==> config.mk <==
export PLATFORM = sky130hd
export DESIGN_NAME = sar_adc_conversion_control
export DESIGN_NICKNAME = d
export VERILOG_FILES = /design/src/hw/sar_adc_pkg.sv /design/src/hw/sar_adc_conversion_control.sv
export VERILOG_INCLUDE_DIRS = /design/src /design/src/hw
export SDC_FILE = /design/constraint.sdc
export NUM_CORES = 1
export LEC_CHECK = 0
export ABC_CLOCK_PERIOD_IN_PS = 4700
export BUFFER_PORTS_ARGS = -buffer_cell sky130_fd_sc_hd__buf_2
export CORE_UTILIZATION = 50
export DETAILED_ROUTE_END_ITERATION = 8
export GPL_TIMING_DRIVEN = 0
export PLACE_DENSITY_LB_ADDON = 0.3
export SYNTH_ARGS = -nofsm -noshare
export SYNTH_HDL_FRONTEND = slang
export SYNTH_SLANG_ARGS = --single-unit
export TNS_END_PERCENT = 100
==> constraint.sdc <==
create_clock -name clk -period 4.7 [get_ports clk]
set_input_delay 1.175 -clock clk [delete_from_list [all_inputs] [get_ports clk]]
set_output_delay 1.175 -clock clk [all_outputs]
set_load 0.02 [all_outputs]
==> src/hw/sar_adc_regs.svh <==
`ifndef SAR_ADC_REGS_SVH
`define SAR_ADC_REGS_SVH

// ----------------------------------------------------------------
// Register byte offsets
// ----------------------------------------------------------------
`define OFF_SC1           8'h00
`define OFF_SC2           8'h04
`define OFF_RES_HIGH      8'h08
`define OFF_RES_LOW       8'h0C
`define OFF_CV_HIGH       8'h10
`define OFF_CV_LOW        8'h14
`define OFF_CFG           8'h18
`define OFF_PIN_DIS3      8'h1C

// ----------------------------------------------------------------
// Reset values and special codes
// ----------------------------------------------------------------
`define CHAN_OFF          5'h1F
`define SC1_RESET         7'h1F
`define SC2_RESET         3'h0
`define CFG_RESET         8'h00
`define BYTE_RESET        8'h00
`define RESULT_RESET      12'h000

// ----------------------------------------------------------------
// Conversion timing in conversion clock ticks, approximation MSBs and rounding constants
// ----------------------------------------------------------------
`define SAMPLE_SHORT_LAST 5'h03
`define SAMPLE_LONG_LAST  5'h17
`define MSB_WIDE          4'hB
`define MSB_NARROW        4'h8
`define RND10_ADD         13'h0002
`define RND8_ADD          10'h001
`define SAT10             10'h3FF
`define SAT8              8'hFF

`endif

==> src/hw/sar_adc_pkg.sv <==
package sar_adc_pkg;

  typedef enum logic [1:0] {
    MODE_8BIT  = 2'h0,
    MODE_12BIT = 2'h1,
    MODE_10BIT = 2'h2,
    MODE_RSVD  = 2'h3
  } conv_mode_t;

  typedef enum logic [1:0] {
    CLK_BUS      = 2'h0,
    CLK_BUS_DIV2 = 2'h1,
    CLK_ALT      = 2'h2,
    CLK_ASYNC    = 2'h3
  } clk_src_t;

  typedef struct packed {
    logic       lowPower;
    logic [1:0] clkDiv;
    logic       longSample;
    conv_mode_t mode;
    clk_src_t   clkSel;
  } cfg_t;

  typedef struct packed {
    logic       irqEnable;
    logic       continuous;
    logic [4:0] channel;
  } sc1_t;

  typedef struct packed {
    logic hwTrigEnable;
    logic cmpEnable;
    logic cmpGreater;
  } sc2_t;

  typedef struct packed {
    logic       cmp;
    logic       alt;
    logic       osc;
    logic       trig;
    logic [7:0] port;
  } pin_in_t;

  typedef enum {ST_IDLE, ST_SAMPLE, ST_APPROX, ST_DONE} conv_state_t;

endpackage : sar_adc_pkg

==> src/hw/sar_adc_conversion_control.sv <==
// What this block does
// - Converter held off during reset and while channel field is all ones.
// - With no new start after completion, the converter sits idle.
// - Wide modes approximate 12 bits; 8-bit mode approximates 9 bits.
// - 10-bit mode rounds to 10 bits; 8-bit mode rounds to 8, low only.
// - Result transfer sets the done flag; interrupt if enabled then.
// - Compare against compare values only when compare enable is set.
// - Clock select picks bus, bus/2, alternate or internal async; bus after reset.
// - Selected clock divided by 1, 2, 4 or 8 forms the conversion clock.
// - Selected async clock keeps running through wait and stop3.
// - Disabled pin: output hi-Z, input and pull-up off, port reads zero.
// - Bit n of pin disable register 3 controls channel 16 plus n.
// - With trigger enabled, a rising trigger edge starts a conversion.
// - Trigger edges during a conversion are ignored; continuous honours the first.
// - Software mode: any control 1 write starts, unless channel is all ones.
// - Continuous mode restarts after each transfer until aborted.
// - Outside 8-bit mode, high read without low read blocks transfer; flag clear, result lost.
// - After a block, convert again, except single compare with false condition.
// - Writes to control, config or compare registers, reset, stop abort conversion.
// - Abort keeps last result; reset returns results to reset values.
// - Async clock generator runs only once a conversion is started with it.
// - Low-power bit reduces power at a lower maximum conversion clock.
// - Clock select codes: 00 bus, 01 bus/2, 10 alternate, 11 async.
// - Mode codes: 00 8-bit, 01 12-bit, 10 10-bit, 11 reserved.
// - Divide codes: 00 by 1, 01 by 2, 10 by 4, 11 by 8.
//
// Added by the designer: the register offsets and the APB interface to the registers.
`timescale 1ns/1ps
`include "sar_adc_regs.svh"

module sar_adc_conversion_control
  import sar_adc_pkg::*;
#(
  parameter int ADDR_W = 8
) (
  input  wire logic              clk,
  input  wire logic              srst,
  input  wire logic              psel,
  input  wire logic              penable,
  input  wire logic              pwrite,
  input  wire logic [ADDR_W-1:0] paddr,
  input  wire logic [31:0]       pwdata,
  output logic      [31:0]       prdata,
  output logic                   pready,
  output logic                   pslverr,
  input  wire logic              compareIn,
  input  wire logic              altClkIn,
  input  wire logic              asyncOscIn,
  input  wire logic              hwTriggerIn,
  input  wire logic              stopEntry,
  input  wire logic [7:0]        portPinIn,
  output logic                   sampleEnable,
  output logic      [11:0]       dacCode,
  output logic                   converterEnable,
  output logic                   asyncOscEnable,
  output logic                   lowPowerMode,
  output logic                   conversionIrq,
  output logic      [7:0]        pinDisable,
  output logic      [7:0]        portReadData
);

  // ----------------------------------------------------------------
  // Declarations
  // ----------------------------------------------------------------
  sc1_t        sc1;
  sc2_t        sc2;
  cfg_t        cfg;
  logic [7:0]  cvHigh;
  logic [7:0]  cvLow;
  logic        conversion_complete_flag;
  logic        highReadPending;
  logic [11:0] resultValue;
  conv_state_t state;
  conv_state_t next_state;
  pin_in_t     pinSync1;
  pin_in_t     pinSync2;
  pin_in_t     pinPrev;
  logic        busHalf;
  logic [2:0]  divCnt;
  logic [2:0]  divLast;
  logic        srcTick;
  logic        convTick;
  logic [4:0]  sampleCnt;
  logic [4:0]  sampleLast;
  logic [3:0]  bitIdx;
  logic        wrAcc;
  logic        rdAcc;
  logic        wrSc1;
  logic        wrAny;
  logic        chanOff;
  logic        trigRise;
  logic        swStart;
  logic        hwStart;
  logic        abortReq;
  logic        startNow;
  logic [12:0] sum10;
  logic [9:0]  sum8;
  logic [9:0]  r10;
  logic [7:0]  r8;
  logic [11:0] finalRes;
  logic [11:0] cmpValue;
  logic        cmpTrue;
  logic        cmpPass;
  logic        blocked;
  logic [11:0] xferData;
  logic        doTransfer;
  logic        restart;
  logic [7:0]  rdValue;
  logic        rdValid;

  // ----------------------------------------------------------------
  // APB slave
  // ----------------------------------------------------------------
  assign wrAcc = psel && penable && pwrite && pready;
  assign rdAcc = psel && penable && !pwrite && pready;
  assign wrSc1 = wrAcc && (paddr == `OFF_SC1);
  assign wrAny = wrAcc && (paddr == `OFF_SC1 || paddr == `OFF_SC2 || paddr == `OFF_CFG
                           || paddr == `OFF_CV_HIGH || paddr == `OFF_CV_LOW);

  always_comb begin
    rdValue = `BYTE_RESET;
    rdValid = 1'b1;
    case (paddr)
      `OFF_SC1:      rdValue = {conversion_complete_flag, sc1};
      `OFF_SC2:      rdValue = {state != ST_IDLE, sc2, 4'h0};
      `OFF_RES_HIGH: rdValue = {4'h0, resultValue[11:8]};
      `OFF_RES_LOW:  rdValue = resultValue[7:0];
      `OFF_CV_HIGH:  rdValue = cvHigh;
      `OFF_CV_LOW:   rdValue = cvLow;
      `OFF_CFG:      rdValue = cfg;
      `OFF_PIN_DIS3: rdValue = pinDisable;
      default:       rdValid = 1'b0;
    endcase
  end

  always_ff @(posedge clk) begin
    if (srst) begin
      pready  <= 1'b0;
      pslverr <= 1'b0;
      prdata  <= '0;
    end else begin
      pready  <= psel && !penable;
      pslverr <= psel && !penable && !rdValid;
      if (psel && !penable) begin
        prdata <= {24'h000000, rdValue};
      end
    end
  end

  // ----------------------------------------------------------------
  // Software registers
  // ----------------------------------------------------------------
  always_ff @(posedge clk) begin
    if (srst) begin
      sc1        <= `SC1_RESET;
      sc2        <= `SC2_RESET;
      cfg        <= `CFG_RESET;
      cvHigh     <= `BYTE_RESET;
      cvLow      <= `BYTE_RESET;
      pinDisable <= `BYTE_RESET;
    end else if (wrAcc) begin
      case (paddr)
        `OFF_SC1:      sc1        <= pwdata[6:0];
        `OFF_SC2:      sc2        <= pwdata[6:4];
        `OFF_CFG:      cfg        <= pwdata[7:0];
        `OFF_CV_HIGH:  cvHigh     <= pwdata[7:0];
        `OFF_CV_LOW:   cvLow      <= pwdata[7:0];
        `OFF_PIN_DIS3: pinDisable <= pwdata[7:0];
        default:       ;
      endcase
    end
  end

  // ----------------------------------------------------------------
  // Pin synchronisers and pin control
  // ----------------------------------------------------------------
  always_ff @(posedge clk) begin
    if (srst) begin
      pinSync1 <= '0;
      pinSync2 <= '0;
      pinPrev  <= '0;
    end else begin
      pinSync1 <= {compareIn, altClkIn, asyncOscIn, hwTriggerIn, portPinIn};
      pinSync2 <= pinSync1;
      pinPrev  <= pinSync2;
    end
  end

  always_ff @(posedge clk) begin
    if (srst) begin
      portReadData <= `BYTE_RESET;
    end else begin
      portReadData <= pinSync2.port & ~pinDisable;
    end
  end

  assign trigRise = pinSync2.trig && !pinPrev.trig;

  // ----------------------------------------------------------------
  // Clock source select and divider
  // ----------------------------------------------------------------
  always_comb begin
    case (cfg.clkSel)
      CLK_BUS:      srcTick = 1'b1;
      CLK_BUS_DIV2: srcTick = busHalf;
      CLK_ALT:      srcTick = pinSync2.alt && !pinPrev.alt;
      CLK_ASYNC:    srcTick = pinSync2.osc && !pinPrev.osc && asyncOscEnable;
      default:      srcTick = 1'b0;
    endcase
  end

  assign divLast  = 3'((4'h1 << cfg.clkDiv) - 4'h1);
  assign convTick = srcTick && (divCnt == divLast) && (state != ST_IDLE);

  always_ff @(posedge clk) begin
    if (srst) begin
      busHalf <= 1'b0;
      divCnt  <= '0;
    end else begin
      busHalf <= !busHalf;
      if (state == ST_IDLE || startNow) begin
        divCnt <= '0;
      end else if (srcTick) begin
        divCnt <= (divCnt == divLast) ? 3'h0 : divCnt + 3'h1;
      end
    end
  end

  // ----------------------------------------------------------------
  // Start, abort and completion decisions
  // ----------------------------------------------------------------
  assign chanOff  = (sc1.channel == `CHAN_OFF);
  assign swStart  = wrSc1 && !sc2.hwTrigEnable && (pwdata[4:0] != `CHAN_OFF);
  assign hwStart  = sc2.hwTrigEnable && trigRise && (state == ST_IDLE) && !chanOff;
  assign abortReq = wrAny || (stopEntry && cfg.clkSel != CLK_ASYNC);

  assign sampleLast = cfg.longSample ? `SAMPLE_LONG_LAST : `SAMPLE_SHORT_LAST;

  always_comb begin
    sum10    = {1'b0, dacCode} + `RND10_ADD;
    sum8     = {1'b0, dacCode[8:0]} + `RND8_ADD;
    r10      = sum10[12] ? `SAT10 : sum10[11:2];
    r8       = sum8[9] ? `SAT8 : sum8[8:1];
    case (cfg.mode)
      MODE_8BIT:  finalRes = {4'h0, r8};
      MODE_10BIT: finalRes = {2'h0, r10};
      default:    finalRes = dacCode;
    endcase
    cmpValue = (cfg.mode == MODE_8BIT) ? {4'h0, cvLow} : {cvHigh[3:0], cvLow};
    cmpTrue  = sc2.cmpGreater ? (finalRes >= cmpValue) : (finalRes < cmpValue);
    cmpPass  = !sc2.cmpEnable || cmpTrue;
    xferData = sc2.cmpEnable ? finalRes - cmpValue : finalRes;
    blocked  = highReadPending && (cfg.mode != MODE_8BIT);
  end

  assign doTransfer = (state == ST_DONE) && cmpPass && !blocked;
  assign restart    = (state == ST_DONE)
                      && (sc1.continuous || (blocked && cmpPass));

  // ----------------------------------------------------------------
  // Conversion sequencer
  // ----------------------------------------------------------------
  always_comb begin
    next_state = state;
    case (state)
      ST_IDLE:   next_state = ST_IDLE;
      ST_SAMPLE: if (convTick && sampleCnt == sampleLast) next_state = ST_APPROX;
      ST_APPROX: if (convTick && bitIdx == 4'h0) next_state = ST_DONE;
      ST_DONE:   next_state = restart ? ST_SAMPLE : ST_IDLE;
      default:   next_state = ST_IDLE;
    endcase
    if (swStart) begin
      next_state = ST_SAMPLE;
    end else if (abortReq || chanOff) begin
      next_state = ST_IDLE;
    end else if (hwStart) begin
      next_state = ST_SAMPLE;
    end
  end

  assign startNow = (next_state == ST_SAMPLE) && (state != ST_SAMPLE || swStart);

  always_ff @(posedge clk) begin
    if (srst) begin
      state <= ST_IDLE;
    end else begin
      state <= next_state;
    end
  end

  always_ff @(posedge clk) begin
    if (srst) begin
      sampleCnt <= '0;
      bitIdx    <= '0;
      dacCode   <= '0;
    end else if (startNow) begin
      sampleCnt <= '0;
      dacCode   <= '0;
    end else if (state == ST_SAMPLE && convTick) begin
      if (sampleCnt == sampleLast) begin
        bitIdx  <= (cfg.mode == MODE_8BIT) ? `MSB_NARROW : `MSB_WIDE;
        dacCode <= 12'h001 << ((cfg.mode == MODE_8BIT) ? `MSB_NARROW : `MSB_WIDE);
      end else begin
        sampleCnt <= sampleCnt + 5'h01;
      end
    end else if (state == ST_APPROX && convTick) begin
      if (!pinSync2.cmp) begin
        dacCode[bitIdx] <= 1'b0;
      end
      if (bitIdx != 4'h0) begin
        dacCode[bitIdx - 4'h1] <= 1'b1;
        bitIdx                 <= bitIdx - 4'h1;
      end
    end
  end

  // ----------------------------------------------------------------
  // Result, flag and read blocking
  // ----------------------------------------------------------------
  always_ff @(posedge clk) begin
    if (srst) begin
      resultValue <= `RESULT_RESET;
    end else if (doTransfer) begin
      resultValue <= xferData;
    end
  end

  always_ff @(posedge clk) begin
    if (srst) begin
      conversion_complete_flag <= 1'b0;
    end else if (doTransfer) begin
      conversion_complete_flag <= 1'b1;
    end else if (wrSc1 || (rdAcc && paddr == `OFF_RES_LOW)) begin
      conversion_complete_flag <= 1'b0;
    end
  end

  always_ff @(posedge clk) begin
    if (srst) begin
      highReadPending <= 1'b0;
    end else if (rdAcc && paddr == `OFF_RES_HIGH && cfg.mode != MODE_8BIT) begin
      highReadPending <= 1'b1;
    end else if (rdAcc && paddr == `OFF_RES_LOW) begin
      highReadPending <= 1'b0;
    end
  end

  // ----------------------------------------------------------------
  // Status outputs and power control
  // ----------------------------------------------------------------
  always_ff @(posedge clk) begin
    if (srst) begin
      sampleEnable    <= 1'b0;
      converterEnable <= 1'b0;
      asyncOscEnable  <= 1'b0;
      lowPowerMode    <= 1'b0;
      conversionIrq   <= 1'b0;
    end else begin
      sampleEnable    <= (next_state == ST_SAMPLE);
      converterEnable <= !chanOff;
      asyncOscEnable  <= (next_state != ST_IDLE) && (cfg.clkSel == CLK_ASYNC);
      lowPowerMode    <= cfg.lowPower;
      conversionIrq   <= conversion_complete_flag && sc1.irqEnable;
    end
  end
endmodule : sar_adc_conversion_control

Word-level counts from Yosys, hierarchy flattened:

Cells that the tools add are included.

* bits in registers: 163
* output and inout port bits: 67
* logic and storage cells: 217

* $add $sub $neg: 7
* order comparisons: 6
* equality and inequality tests: 25
* shifts and indexed selects: 2
* multiplexer cells: 40
* bitwise gates (word level): 7
* reduce and logical (&&, ||, !) cells: 85

Operators by type and width (count)
* $mux W32: 5
* $mux W12: 11
* $eq A32 B2 Y1 const B: 4
* $pmux W32 S3: 1
* $eq A32 B3 Y1 const B: 2
* $pmux W8 S8: 1
* $reduce_bool A32 Y1: 2
* $logic_and A1 B1 Y1: 38
* $eq A32 B1 Y1 const B: 1
* $eq A8 B5 Y1 const B: 4
* $logic_not A32 Y1: 1
* $ne A32 B2 Y1 const B: 1
* $pmux W12 S2: 1
* $eq A8 B4 Y1 const B: 2
* $mux W4: 4
* $reduce_and A2 Y1: 8
* $add A12 B2 Y13 const B: 1
* $and A12 B12 Y12: 1
* $ge A12 B12 Y1: 1
* $lt A12 B12 Y1: 1
* $not A12 Y12: 1
* $or A12 B12 Y12: 1
* $shl A1 B4 Y12 const A: 1
* $sub A12 B12 Y12: 1
* 37 further kinds: 78

Longest topological paths before layout:

* depth after elaboration: 22
* depth in mapped cells: 16
* gate-level depth less buffers: 14

Worst setup path before layout:

No wires, ideal clock.

* path type: register to register
* start: register dacCode[4]
* end: register resultValue[11]
* arrival: 3675 ps
* data required time: 4608 ps
* setup slack: 933 ps
* cell stages (with the launch flop): 14
* buffers on the path: 1
* clock period less this slack: 3767 ps
* path through: dfxtp_1 > buf_2 > nand4_1 > nor4_1 > nor2_1 > a222oi_1 > ha_1 > nor2b_1 > o31a_1 > o41ai_1 > o221ai_1 > a2111oi_0 > nor3_1 > o32ai_1

* word-level cells in the longest chain between the ends: 8

Ends and longest elaborated chain
* start, declared: line sar_adc_conversion_control.sv:53 `output logic [11:0] dacCode,`
* start signal, assigned: line sar_adc_conversion_control.sv:302 `` dacCode <= 12'h001 << ((cfg.mode == MODE_8BIT) ? `MSB_NARROW : `MSB_WIDE); ``
* $add A12 B2 Y13 (no source line) or $add A9 B1 Y10 (tied branches)
* $mux W10 or $mux W8 (tied branches): line sar_adc_conversion_control.sv:242, sar_adc_conversion_control.sv:243
* $pmux W12 S2 *: line sar_adc_conversion_control.sv:244 `case (cfg.mode)`
* $lt A12 B12 Y1 or $ge A12 B12 Y1 (tied branches): line sar_adc_conversion_control.sv:250 `cmpTrue = sc2.cmpGreater ? (finalRes >= cmpValue) : (finalRes < cmpValue);`
* $mux W1: line sar_adc_conversion_control.sv:250
* $logic_or A1 B1 Y1: line sar_adc_conversion_control.sv:251 `cmpPass = !sc2.cmpEnable || cmpTrue;`
* $logic_and A1 B1 Y1 (2 in series): line sar_adc_conversion_control.sv:256 `assign doTransfer = (state == ST_DONE) && cmpPass && !blocked;`
* end signal, assigned: line sar_adc_conversion_control.sv:322 `` resultValue <= `RESULT_RESET; ``
* end signal, assigned: line sar_adc_conversion_control.sv:324 `resultValue <= xferData;`
* end, declared: line sar_adc_conversion_control.sv:72 `logic [11:0] resultValue;`

Every way passes the cells marked *; elsewhere a longest branch is shown, timed or not.
A chain may end at the register's enable or synchronous reset.

Worst setup path after layout:

* start: register cfg[2] (netlist bit)
* end: register resultValue[1]

* word-level cells in the longest chain between the ends: 7

Ends and longest elaborated chain
* start, declared: line sar_adc_conversion_control.sv:67 `cfg_t cfg;`
* start signal, assigned: line sar_adc_conversion_control.sv:157 `` cfg <= `CFG_RESET; ``
* start signal, assigned: line sar_adc_conversion_control.sv:165 `` `OFF_CFG: cfg <= pwdata[7:0]; ``
* $eq A2 B2 Y1 or $logic_not A2 Y1 (tied branches): line sar_adc_conversion_control.sv:244, sar_adc_conversion_control.sv:249
* $pmux W12 S2 or $mux W12 (tied branches): line sar_adc_conversion_control.sv:244, sar_adc_conversion_control.sv:249
* $lt A12 B12 Y1 or $ge A12 B12 Y1 (tied branches): line sar_adc_conversion_control.sv:250
* $mux W1: line sar_adc_conversion_control.sv:250
* $logic_or A1 B1 Y1: line sar_adc_conversion_control.sv:251
* $logic_and A1 B1 Y1 (2 in series): line sar_adc_conversion_control.sv:256

Several ways; a longest one is shown, not always the timed one.

==> results.md <==
- Post-synthesis sequential area ratio: 42.1%
- Top-area cell type share of the netlist area: 42.1%
- Most frequent cell after synthesis: dfxtp_1
- Period utilization: 93.2%
- Syn Inst Count: 886
- Violated checks: DRC
- Hold path cells: 1
- Drc violations: 2
- R2r worst-path depth: 14
- RR Startpoint: cfg[2]
- F_max: 228 MHz
- Crit Path Max Fanout: 10
- Yosys cell types: 72
- Final min period: 4.38 ns
- Largest net degree at the start of global routing: 17
- Detailed placer's ending HPWL: 15100 microns
- I/O Pins: 125
- Worst Max-Slew Pin Slew: 0.976 ns
- Worst hold-check path type: reg2reg
- Post-synth EDFFs: 0
- Synth Flop Type: dfxtp_1
- Hold Vio Cnt, Final: 0
- # diodes: 0
- CP Capture Type: flip-flop
- Clock slew at reported path FFs: 0.06 ns
- Async SR Flop Fraction: 0%
- Area Overhead vs Synth: 18.2%
- Layout cell share with drive strength beyond 1: 14.8%
- Outcome: finished, violations left
- Post-CTS Hold Buffers: 0
- H-tree depth: 4
- M2 GR Usage: 43.3%
- Most frequent cells after synthesis: dfxtp_1 (163), nor2_1 (103), nand2_1 (64)
- CP startpoint: cfg[2]
- GRT met1 Usage: 35.3%
- Initial DRC count: 562
- Yosys reg bits: 163
- Core ar.: 0.0151 sq mm
- Vias in the first global route: 6293
- Maximum vdd drop: 0.000292 V
- Die width: 126 microns
- Post-route ant nets: 0
- CP endpoint: resultValue[1]
- CTS Buf Count: 17
- Synth area leaders: dfxtp_1 (42%), mux2i_1 (6.6%), nor2_1 (5.0%), a21oi_1 (3.3%), ha_1 (3.2%)
- Leak Pwr: 3.66 nW
- Vias: 6898
- Clock Latency Late Sink: 0.43 ns
- PwrDens: 321 mW/mm^2
- Critical Path AT: 4.65 ns
- Number of core rows: 45
- CP Class: reg2reg
- Final RePlAce weighted congestion: 0.958
- Count of max-cap constraint violations: 0
- Final setup viols: 0
- Pre-Repair DR Iteration Count: 8
- RSZ-0062 raised after global routing: false
- Setup Skew: 0.00966 ns
- TNS Setup: 0 ns
- Gr usage total: 26.3%
- FF-to-FF setup slack: 0.32 ns
- Slew Viols, Final: 0
- Vert. Die Dim: 126 microns
- Fin worst setup slack: 0.321 ns
- # fillers: 1374
- Ys Warns: 0
- Clock root cell: clkbuf_16
- Syn_area_per_cell: 8.74 sq um
- Yosys top cell by area: dfxtp_1
- Syn Std Cell Area: 0.00775 sq mm
- Met3 usage: 4.60%
- CTS tree: yes
- Clk sinks: 163
- Drt total wl: 20600 microns
- Final hold slack: 0.412 ns
- Vias per cell: 5.59
- WP data required: 4.97 ns
- Total gr overflow: 0
- Port Buf Inserts: 74
- First-pass GRT wire length: 32700 microns
- Fin nets: 1112
- CP Launch Type: flip-flop
- Initial antenna violation count: 0
- DIE AREA: 0.0160 sq mm
- Place WS: 0.298 ns
- Starting density of the core: 51.2%
- R2R Path End: resultValue[1]
- GRT busiest layer: met2
- Worst slew margin: 34.6%
- Clock Path Buffers: 2
- Wire per inst: 16.7 microns
## state kept, by name, indices dropped and copies added (netlist names), 4 cells and up
signal        cells
resultValue      12
prdata            8
state            32
sampleCnt         5
cfg               8
dacCode          12
pinSync2         12
cvLow             8
portReadData      8
sc1               7
bitIdx            4
cvHigh            8
pinSync1         12
pinDisable        8
## worst min-delay path by stage
stage,start,endpoint
after global routing,busHalf,busHalf
after CTS,busHalf,busHalf
after global placement,busHalf,busHalf
after detailed placement,busHalf,busHalf
final,busHalf,busHalf
after floorplan,busHalf,busHalf
## kinds of logic (layout without fill, tap and decap cells)
family | count (synthesis) | after routing | synth area share (%)
flip-flops | 163 | 163 | 42.1
adder cells (fa/ha/maj) | 21 | 21 | 3.49
XOR/XNOR | 22 | 22 | 2.49
AO/OA/AOI/OAI | 185 | 185 | 16.0
AND/OR/NAND/NOR | 342 | 342 | 22.6
multiplexers | 51 | 51 | 6.59
buffers and inverters | 101 | 208 | 6.65
other | 1 | 54 | 0.0484
## stage by stage
step | area (sq um) | utilization (%) | cells | power, mW
3_5_place_dp | 8550 | 56.5 | 1201 | 1.60
6_report | 9160 | 60.5 | 1234 | 2.94
5_1_grt | 9160 | 60.5 | 1234 | 3.04
3_3_place_gp | 8550 | 56.5 | 1201 | 1.60
4_1_cts | 9140 | 60.3 | 1233 | 2.96
2_1_floorplan | 7950 | - | 939 | 1.55
## critical path, stage by stage (launching register included)
cell	delay [ns]
dfxtp_1	0.29
clkbuf_1	0.20
inv_1	0.16
nand2_1	0.25
a31oi_1	0.64
a21oi_1	0.15
o21a_1	0.23
ha_1	0.36
a21oi_1	0.27
a21oi_1	0.15
o21ai_0	0.35
nand4_1	0.21
a21oi_2	0.34
clkbuf_1	0.44
a311oi_1	0.16
## placed cells by master, fill, tap and decap left out, drive strengths merged, types with 9 or more instances in the layout
cell / instances
a211oi: 10
a21oi: 53
a221oi: 14
a31oi: 10
and3: 9
buf: 109
clkbuf: 55
conb: 54
dfxtp: 163
ha: 20
inv: 36
mux2i: 51
nand2: 64
nand2b: 9
nand3: 35
nand4: 14
nor2: 103
nor2b: 33
nor3: 27
nor3b: 10
nor4: 11
o21a: 10
o21ai: 35
xnor2: 15
## power breakdown
group | internal [mW] | total (mW) | switching, mW
sequential | 1.41 | 1.42 | 0.00979
clock | 0.785 | 1.38 | 0.590
combinational | 0.0501 | 0.146 | 0.0964
## routing by layer
metal / vias to the layer above / wire [microns]
met3: 44 / 1330
met4: 0 / 420
met2: 260 / 9540
met5: - / 0
met1: 3203 / 9320
li1: 3391 / -
## final cells by class
cell class | count | area [sq um] | share of cell area (%)
sequential | 163 | 3260 | 35.6
clock inverter | 11 | 116 | 1.27
buffer | 69 | 395 | 4.32
timing repair buffer | 75 | 378 | 4.13
tap | 188 | 235 | 2.57
multi-input combinational | 675 | 4180 | 45.6
clock buffer | 21 | 470 | 5.14
inverter | 32 | 120 | 1.31
## what timing repair did
action                                  in CTS  in global routing
endpoints found under the setup margin       0                 13
gates resized for setup                      0                  3
setup buffers                                0                  1
hold endpoints to repair                     0                  0
(Power assumes the default switching activity.)
